[src/hdl/afe_pkg.sv]
// Shared constants for the sensor front-end control and output logic
package afe_pkg;
  // Serial word layout
  localparam int WORD_BITS = 11;
  localparam int SEL_BITS = 3;
  localparam int DATA_BITS = 8;
  localparam logic [3:0] WORD_COUNT = 4'hB;
  // Register select codes
  localparam logic [2:0] SEL_RED_GAIN = 3'h0;
  localparam logic [2:0] SEL_RED_OFS = 3'h1;
  localparam logic [2:0] SEL_GRN_GAIN = 3'h2;
  localparam logic [2:0] SEL_GRN_OFS = 3'h3;
  localparam logic [2:0] SEL_BLU_GAIN = 3'h4;
  localparam logic [2:0] SEL_BLU_OFS = 3'h5;
  localparam logic [2:0] SEL_MODE = 3'h6;
  // Field positions
  localparam int GAIN_MSB = 7;
  localparam int GAIN_LSB = 2;
  localparam int GAIN_BITS = 6;
  localparam int MODE_PWRDN = 7;
  localparam int MODE_DIGRST = 6;
  localparam int MODE_OFSRNG = 5;
  localparam int MODE_DCREF = 4;
  localparam int MODE_ACCPL = 3;
  localparam int MODE_INVERT = 2;
  localparam int MODE_CFG_MSB = 1;
  // Reset values
  localparam logic [5:0] GAIN_RESET = 6'h00;
  localparam logic [7:0] OFS_RESET = 8'h40;
  localparam logic [7:0] MODE_RESET = 8'h00;
  // Signal configurations
  localparam logic [1:0] CFG_SINGLE = 2'h0;
  localparam logic [1:0] CFG_PIX_GO = 2'h1;
  localparam logic [1:0] CFG_PIX_RGB = 2'h2;
  localparam logic [1:0] CFG_LINE_RGB = 2'h3;
  // Output latency in conversion clocks
  localparam int LAT_LINE = 8;
  localparam int LAT_PIXEL = 6;
  localparam int RESULT_BITS = 16;
  // Pin positions on the shared bus
  localparam int PIN_LOAD = 7;
  localparam int PIN_SERIAL_DATA = 6;
  localparam int PIN_SCLK = 5;
  // Colour channel
  typedef enum logic [1:0] {CH_RED, CH_GRN, CH_BLU} chan_t;
endpackage : afe_pkg

[src/hdl/serial_load_if.sv]
// Carrier between the core and the serial loader
`timescale 1ns/1ps
`default_nettype none
interface serial_load_if;
  logic enable;
  logic sclk;
  logic serial_data;
  logic strobe;
  logic wr_valid;
  logic [2:0] wr_sel;
  logic [7:0] wr_data;
  modport loader (input enable, input sclk, input serial_data, input strobe,
                  output wr_valid, output wr_sel, output wr_data);
  modport core (output enable, output sclk, output serial_data, output strobe,
                input wr_valid, input wr_sel, input wr_data);
endinterface : serial_load_if
`default_nettype wire

[src/hdl/serial_loader.sv]
// Three-wire serial word assembler
`timescale 1ns/1ps
`default_nettype none
module serial_loader (
  // Clock and reset
  input wire logic clock_i,
  input wire logic rst_i,
  // Link to the core
  serial_load_if.loader sl
);
  import afe_pkg::*;

  logic sclk_prev_q;
  logic strobe_prev_q;
  logic [3:0] count_q;
  logic [WORD_BITS-1:0] shift_q;
  logic wr_valid_q;
  logic [2:0] wr_sel_q;
  logic [7:0] wr_data_q;

  // Edge detection on the already synchronised pins
  wire sclk_rise = sl.sclk & ~sclk_prev_q;
  wire load_rise = sl.strobe & ~strobe_prev_q;
  wire full = (count_q == WORD_COUNT);
  wire take_bit = sl.enable & ~sl.strobe & sclk_rise & ~full;
  wire commit = sl.enable & load_rise & full;

  // Shift in MSB first, stop after the eleventh clock
  always_ff @(posedge clock_i or posedge rst_i) begin
    if (rst_i) begin
      sclk_prev_q <= 1'b0;
      strobe_prev_q <= 1'b1;
      count_q <= 4'h0;
      shift_q <= '0;
    end else begin
      sclk_prev_q <= sl.sclk;
      strobe_prev_q <= sl.strobe;
      if (!sl.enable || load_rise) begin
        count_q <= 4'h0;
      end else if (take_bit) begin
        count_q <= count_q + 4'h1;
        shift_q <= {shift_q[WORD_BITS-2:0], sl.serial_data};
      end
    end
  end

  // Commit only complete words on the load strobe rising edge
  always_ff @(posedge clock_i or posedge rst_i) begin
    if (rst_i) begin
      wr_valid_q <= 1'b0;
      wr_sel_q <= 3'h0;
      wr_data_q <= 8'h00;
    end else begin
      wr_valid_q <= commit;
      if (commit) begin
        wr_sel_q <= shift_q[WORD_BITS-1:DATA_BITS];
        wr_data_q <= shift_q[DATA_BITS-1:0];
      end
    end
  end

  assign sl.wr_valid = wr_valid_q;
  assign sl.wr_sel = wr_sel_q;
  assign sl.wr_data = wr_data_q;
endmodule : serial_loader
`default_nettype wire

[src/hdl/afe_ctrl.sv]
// Sensor front-end digital control, channel sequencing and output bus
//
// Notes on behaviour
// - Line-start high: output bus released, serial load port enabled.
// - Eleven-bit word, bits on serial clock rise, committed on strobe rise.
// - Fewer than eleven serial clocks: transaction dropped, registers untouched.
// - Serial clocks after the eleventh are ignored.
// - Top three bits select the register, low eight bits are data.
// - Converter samples on each falling conversion clock edge, except in power-down.
// - High byte after falling edge, low byte after rising edge.
// - Latency eight clocks in configs 00 and 11, six in 01 and 10.
// - Bus bits 7..0 carry result 15..8, then result 7..0.
// - Triple pixel mode samples all colours every third fall, holds green and blue.
// - Line-start high resets the colour selector to red, except in configuration 11.
// - Line-start low advances colour on every falling conversion clock edge in configs 01 and 10; config 11 advances at line end.
// - Gain and offset follow the selected colour channel.
// - Clamp strobe high clamps, low tracks; controller raises it on shielded pixels.
// - Offset is eight bits; range bit picks between two offset ranges.
// - Gain is a six-bit linear code.
// - Reset values: DC contact sensor, internal references, red, unity gain, offset code 40h.
// - Power-down keeps registers except signal configuration, which is cleared.
// - Inverted configuration complements the conversion result.
`timescale 1ns/1ps
`default_nettype none
module afe_ctrl (
  // Clock and reset
  input wire logic clock_i,
  input wire logic rst_i,
  // Control pins from the scanner controller
  input wire logic line_start_control_i,
  input wire logic conversion_clock_i,
  input wire logic clamp_strobe_i,
  // Shared output bus and serial load pins
  input wire logic [7:0] bus_i,
  output logic [7:0] bus_o,
  output logic bus_oe_o,
  // Converter samples per colour input
  input wire logic [afe_pkg::RESULT_BITS-1:0] red_sample_i,
  input wire logic [afe_pkg::RESULT_BITS-1:0] grn_sample_i,
  input wire logic [afe_pkg::RESULT_BITS-1:0] blu_sample_i,
  // Analog front-end settings
  output logic sample_strobe_o,
  output afe_pkg::chan_t channel_o,
  output logic [afe_pkg::GAIN_BITS-1:0] gain_o,
  output logic [7:0] offset_o,
  output logic offset_range_o,
  output logic dc_ref_ext_o,
  output logic ac_coupled_o,
  output logic inverted_o,
  output logic [1:0] signal_config_o,
  output logic power_down_o,
  output logic clamp_active_o
);
  import afe_pkg::*;

  // Synchronisers: first stage is read only by the second
  logic [10:0] sync1_q;
  logic [10:0] sync2_q;
  logic cc_prev_q;
  logic ls_prev_q;

  always_ff @(posedge clock_i or posedge rst_i) begin
    if (rst_i) begin
      sync1_q <= '0;
      sync2_q <= '0;
      cc_prev_q <= 1'b0;
      ls_prev_q <= 1'b0;
    end else begin
      sync1_q <= {line_start_control_i, conversion_clock_i, clamp_strobe_i, bus_i};
      sync2_q <= sync1_q;
      cc_prev_q <= sync2_q[9];
      ls_prev_q <= sync2_q[10];
    end
  end

  // Decoded pin levels and edges
  wire line_start = sync2_q[10];
  wire conv_clk = sync2_q[9];
  wire clamp_lvl = sync2_q[8];
  wire conv_fall = cc_prev_q & ~conv_clk;
  wire conv_rise = ~cc_prev_q & conv_clk;
  wire line_end = ls_prev_q & ~line_start;

  // Serial loader on the shared pins
  serial_load_if sl ();
  assign sl.enable = line_start;
  assign sl.sclk = sync2_q[PIN_SCLK];
  assign sl.serial_data = sync2_q[PIN_SERIAL_DATA];
  assign sl.strobe = sync2_q[PIN_LOAD];

  serial_loader u_loader (
    .clock_i(clock_i),
    .rst_i(rst_i),
    .sl(sl)
  );

  // Register file
  logic [GAIN_BITS-1:0] gain_q [3];
  logic [7:0] ofs_q [3];
  logic [7:0] mode_q;

  wire wr = sl.wr_valid;
  wire [1:0] wr_idx = sl.wr_sel[2:1];
  wire wr_gain = wr & (sl.wr_sel < SEL_MODE) & ~sl.wr_sel[0];
  wire wr_ofs = wr & (sl.wr_sel < SEL_MODE) & sl.wr_sel[0];
  wire wr_mode = wr & (sl.wr_sel == SEL_MODE);
  wire dig_reset = wr_mode & sl.wr_data[MODE_DIGRST];
  wire [7:0] mode_new = sl.wr_data[MODE_PWRDN] ?
                        {sl.wr_data[7:MODE_CFG_MSB+1], 2'h0} : sl.wr_data;

  always_ff @(posedge clock_i or posedge rst_i) begin
    if (rst_i) begin
      gain_q <= '{default: GAIN_RESET};
      ofs_q <= '{default: OFS_RESET};
      mode_q <= MODE_RESET;
    end else if (dig_reset) begin
      gain_q <= '{default: GAIN_RESET};
      ofs_q <= '{default: OFS_RESET};
      mode_q <= MODE_RESET;
    end else begin
      if (wr_gain) gain_q[wr_idx] <= sl.wr_data[GAIN_MSB:GAIN_LSB];
      if (wr_ofs) ofs_q[wr_idx] <= sl.wr_data;
      if (wr_mode) mode_q <= {mode_new[7], 1'b0, mode_new[5:0]};
    end
  end

  // Mode fields
  wire [1:0] cfg = mode_q[MODE_CFG_MSB:0];
  wire pwr_dn = mode_q[MODE_PWRDN];
  wire invert = mode_q[MODE_INVERT];
  wire pixel_rot = (cfg == CFG_PIX_GO) | (cfg == CFG_PIX_RGB);

  // Next colour in red, green, blue order
  function automatic chan_t next_chan(input chan_t c);
    case (c)
      CH_RED: next_chan = CH_GRN;
      CH_GRN: next_chan = CH_BLU;
      default: next_chan = CH_RED;
    endcase
  endfunction : next_chan

  // Colour selector
  chan_t chan_q;
  always_ff @(posedge clock_i or posedge rst_i) begin
    if (rst_i) begin
      chan_q <= CH_RED;
    end else if (line_start && cfg != CFG_LINE_RGB) begin
      chan_q <= CH_RED;
    end else if (cfg == CFG_LINE_RGB) begin
      if (line_end) chan_q <= next_chan(chan_q);
    end else if (cfg == CFG_SINGLE) begin
      chan_q <= CH_RED;
    end else if (conv_fall) begin
      chan_q <= next_chan(chan_q);
    end
  end

  // Conversion value selection
  logic [RESULT_BITS-1:0] hold_grn_q;
  logic [RESULT_BITS-1:0] hold_blu_q;
  wire use_rgb = (cfg == CFG_PIX_RGB) | (cfg == CFG_LINE_RGB);
  wire [RESULT_BITS-1:0] held =
      (chan_q == CH_GRN) ? hold_grn_q : hold_blu_q;
  wire [RESULT_BITS-1:0] live =
      (chan_q == CH_GRN) ? grn_sample_i :
      (chan_q == CH_BLU) ? blu_sample_i : red_sample_i;
  wire [RESULT_BITS-1:0] raw =
      (!use_rgb || chan_q == CH_RED) ? red_sample_i :
      (cfg == CFG_PIX_RGB) ? held : live;
  wire [RESULT_BITS-1:0] conv_val = invert ? ~raw : raw;

  // Hold green and blue on the red sampling edge
  always_ff @(posedge clock_i or posedge rst_i) begin
    if (rst_i) begin
      hold_grn_q <= '0;
      hold_blu_q <= '0;
    end else if (conv_fall && cfg == CFG_PIX_RGB && chan_q == CH_RED) begin
      hold_grn_q <= grn_sample_i;
      hold_blu_q <= blu_sample_i;
    end
  end

  // Latency pipeline advanced by conversion clock falling edges
  logic [RESULT_BITS-1:0] pipe_q [LAT_LINE];
  logic [RESULT_BITS-1:0] word_q;
  wire [RESULT_BITS-1:0] tap = pixel_rot ? pipe_q[LAT_PIXEL-1] : pipe_q[LAT_LINE-1];

  always_ff @(posedge clock_i or posedge rst_i) begin
    if (rst_i) begin
      pipe_q <= '{default: '0};
      word_q <= '0;
    end else if (conv_fall) begin
      pipe_q[0] <= conv_val;
      for (int i = 1; i < LAT_LINE; i++) pipe_q[i] <= pipe_q[i-1];
      word_q <= tap;
    end
  end

  // Output byte: high half after the fall, low half after the rise
  logic [7:0] bus_q;
  always_ff @(posedge clock_i or posedge rst_i) begin
    if (rst_i) begin
      bus_q <= 8'h00;
    end else if (conv_fall) begin
      bus_q <= tap[15:8];
    end else if (conv_rise) begin
      bus_q <= word_q[7:0];
    end
  end

  // Settings for the analog side follow the selected channel
  logic [GAIN_BITS-1:0] gain_sel_q;
  logic [7:0] ofs_sel_q;
  logic strobe_q;
  always_ff @(posedge clock_i or posedge rst_i) begin
    if (rst_i) begin
      gain_sel_q <= GAIN_RESET;
      ofs_sel_q <= OFS_RESET;
      strobe_q <= 1'b0;
    end else begin
      gain_sel_q <= gain_q[chan_q];
      ofs_sel_q <= ofs_q[chan_q];
      strobe_q <= conv_fall & ~pwr_dn;
    end
  end

  assign bus_o = bus_q;
  assign bus_oe_o = ~line_start & ~pwr_dn;
  assign sample_strobe_o = strobe_q;
  assign channel_o = chan_q;
  assign gain_o = gain_sel_q;
  assign offset_o = ofs_sel_q;
  assign offset_range_o = mode_q[MODE_OFSRNG];
  assign dc_ref_ext_o = mode_q[MODE_DCREF];
  assign ac_coupled_o = mode_q[MODE_ACCPL];
  assign inverted_o = invert;
  assign signal_config_o = cfg;
  assign power_down_o = pwr_dn;
  assign clamp_active_o = clamp_lvl;
endmodule : afe_ctrl
`default_nettype wire

[config.mk]
export PLATFORM = sky130hd
export DESIGN_NAME = afe_ctrl
export DESIGN_NICKNAME = d
export VERILOG_FILES = /design/src/hdl/afe_pkg.sv /design/src/hdl/serial_load_if.sv /design/src/hdl/serial_loader.sv /design/src/hdl/afe_ctrl.sv
export SDC_FILE = /design/constraint.sdc
export NUM_CORES = 1
export LEC_CHECK = 0
export ABC_AREA = 1
export ABC_CLOCK_PERIOD_IN_PS = 15500
export BUFFER_PORTS_ARGS = -buffer_cell sky130_fd_sc_hd__buf_2
export CAP_MARGIN = 5
export CORE_MARGIN = 2
export CORE_UTILIZATION = 65
export DETAILED_ROUTE_END_ITERATION = 7
export GPL_TIMING_DRIVEN = 1
export PLACE_DENSITY = 0.85
export REMOVE_ABC_BUFFERS = 1
export SLEW_MARGIN = 15
export SYNTH_ARGS = -nofsm -noshare
export SYNTH_HDL_FRONTEND = slang
export SYNTH_SLANG_ARGS = --single-unit
[constraint.sdc]
create_clock -name clock_i -period 15.5 [get_ports clock_i]
set_input_delay 1.55 -clock clock_i [delete_from_list [all_inputs] [get_ports clock_i]]
set_output_delay 1.55 -clock clock_i [all_outputs]
set_load 0.05 [all_outputs]
---- Word level (Yosys, flattened, before mapping) ----
Cells that the tools add are included.
word-level totals
  bits of input ports ..................... 61
  register bits after elaboration ......... 296
operators by class
  add/subtract/negate cells ............... 1
  eq/ne operators ......................... 9
  mux-type cells .......................... 36
  reductions and logical operators ........ 18
  $lt $le $gt $ge ......................... 4
  bitwise logic cells ..................... 32
operators by type and width
  cell                   number
  $mux W16               7
  $mux W8                8
  $mux W24               2
  $mux W18               2
  $bwmux W24             1
  $bwmux W18             1
  $mux W6                3
  $and A1 B1 Y1          17
  $bmux W8 S2            1
  $demux W8 S2           1
  $not A16 Y16           1
  $bmux W6 S2            1
  $demux W6 S2           1
  $mux W2                5
  $not A1 Y1             10
  $reduce_bool A2 Y1     5
  $mux W4                2
  $eq A2 B2 Y1 const B   3
  $ge A3 B3 Y1 const B   2
  $not A2 Y3             2
  $add A4 B1 Y4 const B  1
  $eq A2 B1 Y1 const B   2
  $eq A4 B4 Y1 const B   1
  $logic_and A1 B1 Y1    4
  12 further kinds       17

---- Logic depth before layout (Yosys ltp) ----
Gate-level depths: netlist of run 1.
  word-level depth ........................ 8
  mapped depth ............................ 13
  gate-level depth less buffers ........... 11

---- Modules after synthesis ----
From an unflattened synthesis of run 1, not the netlist that was laid out.
second synthesis, totals
  cell total of the unflattened synthesis .. 1,473
  area total of the unflattened synthesis .. 12,499.5 um^2
by module, submodules not included
  module         area each (um^2)  times used  cells an instance  seq. area each (um^2)
  afe_ctrl       11,265.8          1           1,347              6,411.1
  serial_loader  1,233.7           1           126                726.9

---- Least setup slack after synthesis of run 1 ----
Ideal clock, no wire load.
  path kind ............................... reg-to-output
  start ................................... register mode_q[7]
  end ..................................... output bus_oe_o
  cell stages (with the launch flop) ...... 2
  data arrival time ....................... 1.295 ns
  path buffers ............................ 0
  path slack .............................. 12.655 ns
  path through ............................ dfrtp_1 nor2_1
between the ends
  word-level cells in the longest chain between the ends .. 2
RTL lines
  what                    line             text
  start, declared         afe_ctrl.sv:100  logic [7:0] mode_q;
  start signal, assigned  afe_ctrl.sv:123  if (wr_mode) mode_q <= {mode_new[7], 1'b0, mode_new[5:0]};
  $not A1 Y1              afe_ctrl.sv:228  assign bus_oe_o = ~line_start & ~pwr_dn;
  $and A1 B1 Y1           afe_ctrl.sv:228
  end, declared           afe_ctrl.sv:36   output logic bus_oe_o,
No other way between the ends.

---- Worst setup path after layout of run 1 ----
  start ................................... register chan_q[0] (netlist: channel_o[0])
  end ..................................... output channel_o[0]
RTL lines
  what                    line             text
  start, declared         afe_ctrl.sv:143  chan_t chan_q;
  start signal, assigned  afe_ctrl.sv:150  if (line_end) chan_q <= next_chan(chan_q);
  start signal, assigned  afe_ctrl.sv:154  chan_q <= next_chan(chan_q);
  end, declared           afe_ctrl.sv:43   output afe_pkg::chan_t channel_o,
No word-level cell between the ends.

==> impl_results.md, run 1 <==
* Post-synthesis to final-layout area growth at 11.8%
* TritonCTS clock tree: built
* Max Clock Skew at 17.0 ps
* Clock sink count at 285
* Element type at the critical path end: output pin
* Post-CTS sizing at 0
* Number of vias after detailed routing at 9626
* Maximum fanout along the worst path at 21
* Worst-case vdd ir drop at 0.0943 mV
* Beginning of the critical path: channel_o[0]
* Main flop type after synthesis: dfrtp_1
* Aggregate global-route resource usage at 26.8%
* Clock transition time at the flip-flop clock pins of the worst setup and hold paths at 70 ps
* Sequential element share of the synthesized area at 57.5%
* Startpoint of the lowest-slack hold path: sync1_q[7]
* PortBufs at 89
* Maximum number of pins on one net before global-route repair at 159
* Shortest clock period the worst path allows after layout at 3580 ps
* Post-Syn Instances at 1447
* Leakage component of the power at 7.08 nW
* # IOs at 95
* Initial DRC count at 708
* Outcome: finished clean
* Worst min-delay path class: reg -> reg
* Cell Area, Synth at 0.0124 mm2
* Most frequent cell after synthesis: nand2_1
* WL final at 26000 um
* Final clock period utilization by the worst path at 23.1%
* Highest attainable clock frequency at 279 MHz
* Total grt overflow at 0
* RSZ-0062 raised after global routing: false
* Max transition margin at 32.7%
* Die area at 0.0202 mm2
* Cell type with the highest aggregate area in the netlist: dfrtp_1
* Hold_buf cts at 0
* Final hold vios at 0
* Die Width at 142 um
* Startpoint type of the worst setup path: flip-flop
* R2R Path Start: channel_o[1]
* Final setup violation count at 0
* Number of vias per cell after detailed routing at 5.48
* Sum of negative setup slack at 0 ps
* Data required time of the critical path at 13950 ps
* Net count reported at finish at 1568
* Number of synthesized flops with an enable pin at 0
* Actual slew at the worst max-slew pin at 1010 ps
* Fraction of post-synthesis cell area in the top cell type by area at 56.5%
* Number of antenna repair diodes at 0
* Placeable core region at 0.0187 mm2
* Syn. warnings at 0
* Global-route wire length before repair at 44000 um
* DP HPWL at 15600 um
* Max-capacitance violation count at 0
* Vias in the first global route at 9187
* CP Data Arrival Time at 2030 ps
* Skew-Pair Late Insertion Delay at 540 ps
* Number of buffers added by the clock tree synthesis step at 28
* Most frequent cells after synthesis: nand2_1 (399), dfrtp_1 (280), inv_1 (200)
* Post-synthesis average cell area at 8.58 um2
* WL per Instance at 14.8 um
* Starting Density at 66.4%
* Post-synthesis sequential element count at 285
* Longest Clk Path Bufs at 3
* Y dimension of the die at 142 um
* Number of instances in the placed design at 1706
* # rows at 50
* Clock H-tree levels at 1
* Top post-synthesis cells by area: dfrtp_1 (56%), nand2_1 (12%), o21ai_0 (7.9%), inv_1 (6.0%), nand3_1 (3.6%)
* Fraction of layout instances using a drive strength above 1 at 12.1%
* Drc violations at 0
* Category of the most critical setup path: reg -> out
* Length of the first detailed-routing pass in iterations at 5
* Distinct cell type count after synthesis at 35
* Initial antenna violation count at 0
* Final Slew Violations at 0
* Root Buffer Master: clkbuf_16
* Post-Layout Cell Count at 1758
* Power density over cell area at 123 mW/mm2
* Global placer's final weighted congestion at 0.880
* Post-CTS setup repair buffer count at 0
* Fraction of synthesis flops using an asynchronous set or reset pin at 100%
* DRT antenna net count at 0
sequential cells by signal (all words and copies together), names as in the netlist, 11 cells and up:
name and count:
pipe_q 128, hold_blu_q 16, hold_grn_q 16, u_loader.shift_q 11, gain_q 18, ofs_q 24
cells by family (layout without fill, tap and decap cells):
logic type / after synthesis / count (layout) / share of synthesized area, %
adder cells (fa/ha/maj): 5 / 5 / 0.504
buffers and inverters: 283 / 360 / 9.17
AO/OA/AOI/OAI: 294 / 294 / 12.8
flip-flops: 285 / 285 / 57.5
AND/OR/NAND/NOR: 566 / 566 / 18.6
multiplexers: 12 / 12 / 1.26
XOR/XNOR: 2 / 2 / 0.141
report_power, final:
part,switching [W],internal (W)
clock network,0.000281,0.000423
logic,0.000103,0.0000458
registers,0.0000316,0.000821
total,0.000416,0.00129
layout make-up:
class / instances / area (um2)
fill: 1284 / 4820
clock buffer: 37 / 826
tap: 234 / 293
inverter: 209 / 805
clock inverter: 15 / 153
timing repair buffer: 99 / 520
sequential: 285 / 7140
multi-input combinational: 879 / 4150
placed cells by master (no fill, tap or decap), types with 3 or more instances in the layout:
cell type and count:
buf_4 10, a21oi_1 35, nand4_1 5, inv_1 198, bufinv_16 3, mux2_4 6
nand3_1 90, clkbuf_8 7, dfrtp_1 280, ha_1 4, dfstp_2 5, o21ai_0 196
o21ai_1 26, nand2_1 399, o31ai_1 4, o21ai_2 3, nor2_1 62, inv_2 5
mux2_1 5, clkbuf_16 29, nand2_2 4, inv_4 3, buf_2 89, clkinv_2 11
a31oi_1 8, o22ai_1 5, o221ai_1 14
critical path, cell delays in order (launching register included):
cell and delay, ps:
dfrtp_1 780, buf_4 390, buf_2 320
final timing paths:
kind,end,slack (ps),depth (start not counted)
min in group asynchronous,hold_blu_q[2],1170,2
worst max-delay path,channel_o[0],11920,2
worst min-delay path,sync2_q[7],340,0
worst min register to register,sync2_q[7],340,0
worst max register to register,hold_blu_q[13],12780,6
max in group asynchronous,pipe_q[122],12880,3
stage by stage:
step / hold slack (ps) / total power (W) / setup WS (ps) / utilization (%) / cell area, um2
6_report: 342 / 0.00171 / 11920 / 74.2 / 13900
5_1_grt: 354 / 0.00178 / 11880 / 74.2 / 13900
4_1_cts: 345 / 0.00172 / 11950 / 74.2 / 13900
3_5_place_dp: 335 / 0.00101 / 12090 / 69.0 / 12900
3_3_place_gp: 331 / 0.00100 / 12100 / 69.0 / 12900
2_1_floorplan: 331 / 0.000969 / 6090 / - / 12100
layer usage:
layer	vias to the layer above	share of wire (%)	global-route usage, %
li1	4697	-	-
met1	4551	41	36.8
met2	313	50	44.7
met3	65	6.2	3.26
met4	0	3.0	9.89
met5	-	0	0
No activity file was read; power rests on OpenSTA's default activity.
==> run 2: changes to the inputs <==
--- a/config.mk
+++ b/config.mk
@@ -6,14 +6,14 @@
 export NUM_CORES = 1
 export LEC_CHECK = 0
 export ABC_AREA = 1
-export ABC_CLOCK_PERIOD_IN_PS = 15500
+export ABC_CLOCK_PERIOD_IN_PS = 3000
 export BUFFER_PORTS_ARGS = -buffer_cell sky130_fd_sc_hd__buf_2
 export CAP_MARGIN = 5
 export CORE_MARGIN = 2
-export CORE_UTILIZATION = 65
+export CORE_UTILIZATION = 54
 export DETAILED_ROUTE_END_ITERATION = 7
 export GPL_TIMING_DRIVEN = 1
-export PLACE_DENSITY = 0.85
+export PLACE_DENSITY = 0.76
 export REMOVE_ABC_BUFFERS = 1
 export SLEW_MARGIN = 15
 export SYNTH_ARGS = -nofsm -noshare
==> constraint.sdc (replaced) <==
create_clock -name clock_i -period 3 [get_ports clock_i]
set_input_delay 0.3 -clock clock_i [delete_from_list [all_inputs] [get_ports clock_i]]
set_output_delay 0.3 -clock clock_i [all_outputs]
set_load 0.05 [all_outputs]
==> run 2 against run 1 <==
Power grew to 5.2 times the previous value. Routed wire length rose by 0.18%. Largest cell class unchanged. Register-to-register slack got worse by 12000 ps. Sequential share of layout area is 0.95 points lower. Largest power group unchanged. Critical endpoint is now hold_blu_q[11].
==> impl_results.md, run 2 (synthesized netlist as in run 1, its figures left out) <==
* Outcome: finished clean (unchanged)
* Met3 Usage GRT at 3.14% (was 3.26%)
* Max Clock Skew at 15.4 ps (was 17.0 ps)
* Leakage component of the power at 7.17 nW (was 7.08 nW)
* Highest attainable clock frequency at 439 MHz
* Post-synthesis to final-layout area growth at 14.0% (was 11.8%)
* Placeable core region at 0.0226 mm2 (was 0.0187 mm2)
* Number of flip-flops in the largest register at 128 (unchanged)
* Clock transition time at the flip-flop clock pins of the worst setup and hold paths at 60 ps (was 70 ps)
* Max transition margin at 49.2% (was 32.7%)
* WL per Instance at 14.2 um (was 14.8 um)
* Actual slew at the worst max-slew pin at 759 ps (was 1010 ps)
* Die area at 0.0242 mm2 (was 0.0202 mm2)
* Data required time of the critical path at 3440 ps (was 13950 ps)
* Net count reported at finish at 1585 (was 1568)
* Category of the most critical setup path: reg -> reg (was reg -> out)
* Path length in cells of the critical path at 5 (was 2)
* Power density over cell area at 628 mW/mm2 (was 123 mW/mm2)
* Shortest clock period the worst path allows after layout at 2280 ps
* PortBufs at 89 (unchanged)
* Length of the first detailed-routing pass in iterations at 7 (was 5)
* Total grt overflow at 0 (unchanged)
* Die Width at 156 um (was 142 um)
* Longest Clk Path Bufs at 3 (unchanged)
* DRT antenna net count at 0 (unchanged)
* Element type at the critical path end: flip-flop (was output pin)
* Clock sink count at 285 (unchanged)
* Crit-path slowest cell: nand3_4 (was dfrtp_1)
* Largest reg by FF count: pipe_q (unchanged)
* Met1 GRT Util at 31.0% (was 36.8%)
* Number of vias per cell after detailed routing at 5.22 (was 5.48)
* Final setup slack of the worst path at 725 ps (was 11920 ps)
* Most frequent cells in the layout: nand2_1 (399), dfrtp_1 (280), inv_1 (198) (unchanged)
* Critical path, cell by cell: inv_4 > nand2_2 > inv_2 > nand3_4 > o21ai_0 (was buf_4 > buf_2)
* Final Slew Violations at 0 (unchanged)
* Starting Density at 55.0% (was 66.4%)
* CP Data Arrival Time at 2720 ps (was 2030 ps)
* # IOs at 95 (unchanged)
* WL final at 26000 um (about the same)
* WP buf/inv at 2 (unchanged)
* Capture point of the worst reg-to-reg path: hold_blu_q[11] (was hold_blu_q[13])
* Global placer's final weighted congestion at 0.856 (was 0.880)
* Hold_buf cts at 8 (was 0)
* Maximum fanout along the worst path at 64 (was 21)
* Y dimension of the die at 156 um (was 142 um)
* Clock H-tree levels at 1 (unchanged)
* Number of vias after detailed routing at 9546 (was 9626)
* Core utilization of the finished layout at 62.7% (was 74.2%)
* Startpoint type of the worst setup path: flip-flop (unchanged)
* Logic depth of the worst register-to-register path at 5 (was 6)
* Final clock period utilization by the worst path at 75.8%
* # rows at 55 (was 50)
* Met2 usage in global routing at 36.2% (was 44.7%)
* Vias in the first global route at 9427 (was 9187)
* Worst setup timing slack at the placement stage at 773 ps (was 12090 ps)
* Worst-case vdd ir drop at 0.519 mV (was 0.0943 mV)
* R2R Setup Slk at 720 ps (was 12780 ps)
* Initial DRC count at 585 (was 708)
* Maximum number of pins on one net before global-route repair at 103 (was 159)
* Beginning of the critical path: channel_o[1] (was channel_o[0])
* Fraction of layout instances using a drive strength above 1 at 12.5% (was 12.1%)
* Drc violations at 0 (unchanged)
* Final setup violation count at 0 (unchanged)
* Global-route wire length before repair at 44500 um (was 44000 um)
* Max-capacitance violation count at 0 (unchanged)
* TritonCTS clock tree: built (unchanged)
* Crit-path max cell delay at 560 ps (was 780 ps)
* Most frequent standard cell in the layout excluding fill and tap cells: nand2_1 (unchanged)
* Capture point of the worst path: hold_blu_q[11] (was channel_o[0])
* Post-CTS setup repair buffer count at 0 (unchanged)
* Busiest layer in global routing: met2 (unchanged)
* Aggregate global-route resource usage at 22.3% (was 26.8%)
* Post-CTS sizing at 0 (unchanged)
* Initial antenna violation count at 1 (was 0)
* DP HPWL at 16000 um (was 15600 um)
* Worst min-delay path class: in -> reg (was reg -> reg)
* R2R Path Start: channel_o[1] (unchanged)
* Registers with the most flip-flops: pipe_q (128), ofs_q (24), gain_q (18) (unchanged)
* Final hold vios at 0 (unchanged)
* Root Buffer Master: clkbuf_16 (unchanged)
* RSZ-0062 raised after global routing: false (unchanged)
* Kind of cell adding the most delay to the critical path: simple AND/OR/NAND/NOR gates (was flip-flops)
* Skew-Pair Late Insertion Delay at 550 ps (was 540 ps)
* Number of buffers added by the clock tree synthesis step at 30 (was 28)
==> run 2: changes by cell type in the layout (fill, tap and decap cells not counted) <==
cell           change
clkinv_2           -2
diode_2            +1
clkbuf_1           +3
buf_12             +3
clkinv_8           -1
bufinv_16          -1
inv_6              +1
clkbuf_16          +2
dlygate4sd3_1      +8
buf_4              +4
inv_8              +1
==> run 2: area by class of cell <==
class                   instances  area (um2)
flip-flops and latches        285        7140
diodes                          1        2.50
multi-input cells             879        4150
inverters                     209         800
well taps                     285         357
clock buffers                  42         887
repair buffers                114         691
fillers                      1892        8430
clock inverters                13         121
==> run 2: worst min path at each step <==
stage	start	to	slack, ps	cells past startpoint
after floorplan	sync1_q[10]	sync2_q[10]	330	0
after global placement	sync1_q[8]	sync2_q[8]	330	0
after detailed placement	sync1_q[7]	sync2_q[7]	340	0
after CTS	blu_sample_i[13]	hold_blu_q[13]	20	3
after global routing	grn_sample_i[13]	hold_grn_q[13]	20	3
final	blu_sample_i[6]	hold_blu_q[6]	30	3
==> run 2: layer usage <==
metal  routed length [um]  vias up
met5                    0        -
met2                12200      259
met1                11700     4516
met4                  598        0
li1                     -     4727
met3                 1430       44
==> run 2: report_power, final <==
group / switching (W) / internal, W
clock network: 0.00146 / 0.00223
logic: 0.000532 / 0.000253
registers: 0.000164 / 0.00424
==> run 2: worst min-delay path, delay by kind of cell <==
kind | cells | cell delay, ps
AO/OA/AOI/OAI | 1 | 80
buffers and inverters | 2 | 160
==> run 2: through the flow <==
step	setup TNS, ps	cells	hold slack [ps]	total power, W	instance area, um2
after floorplan	-1725760	1373	331	0.00501	12100
after global placement	0	1764	333	0.00521	13100
after detailed placement	0	1764	337	0.00525	13100
after CTS	0	1827	15.2	0.00896	14100
after global routing	0	1828	24.5	0.00930	14100
final	0	1828	31.1	0.00888	14100
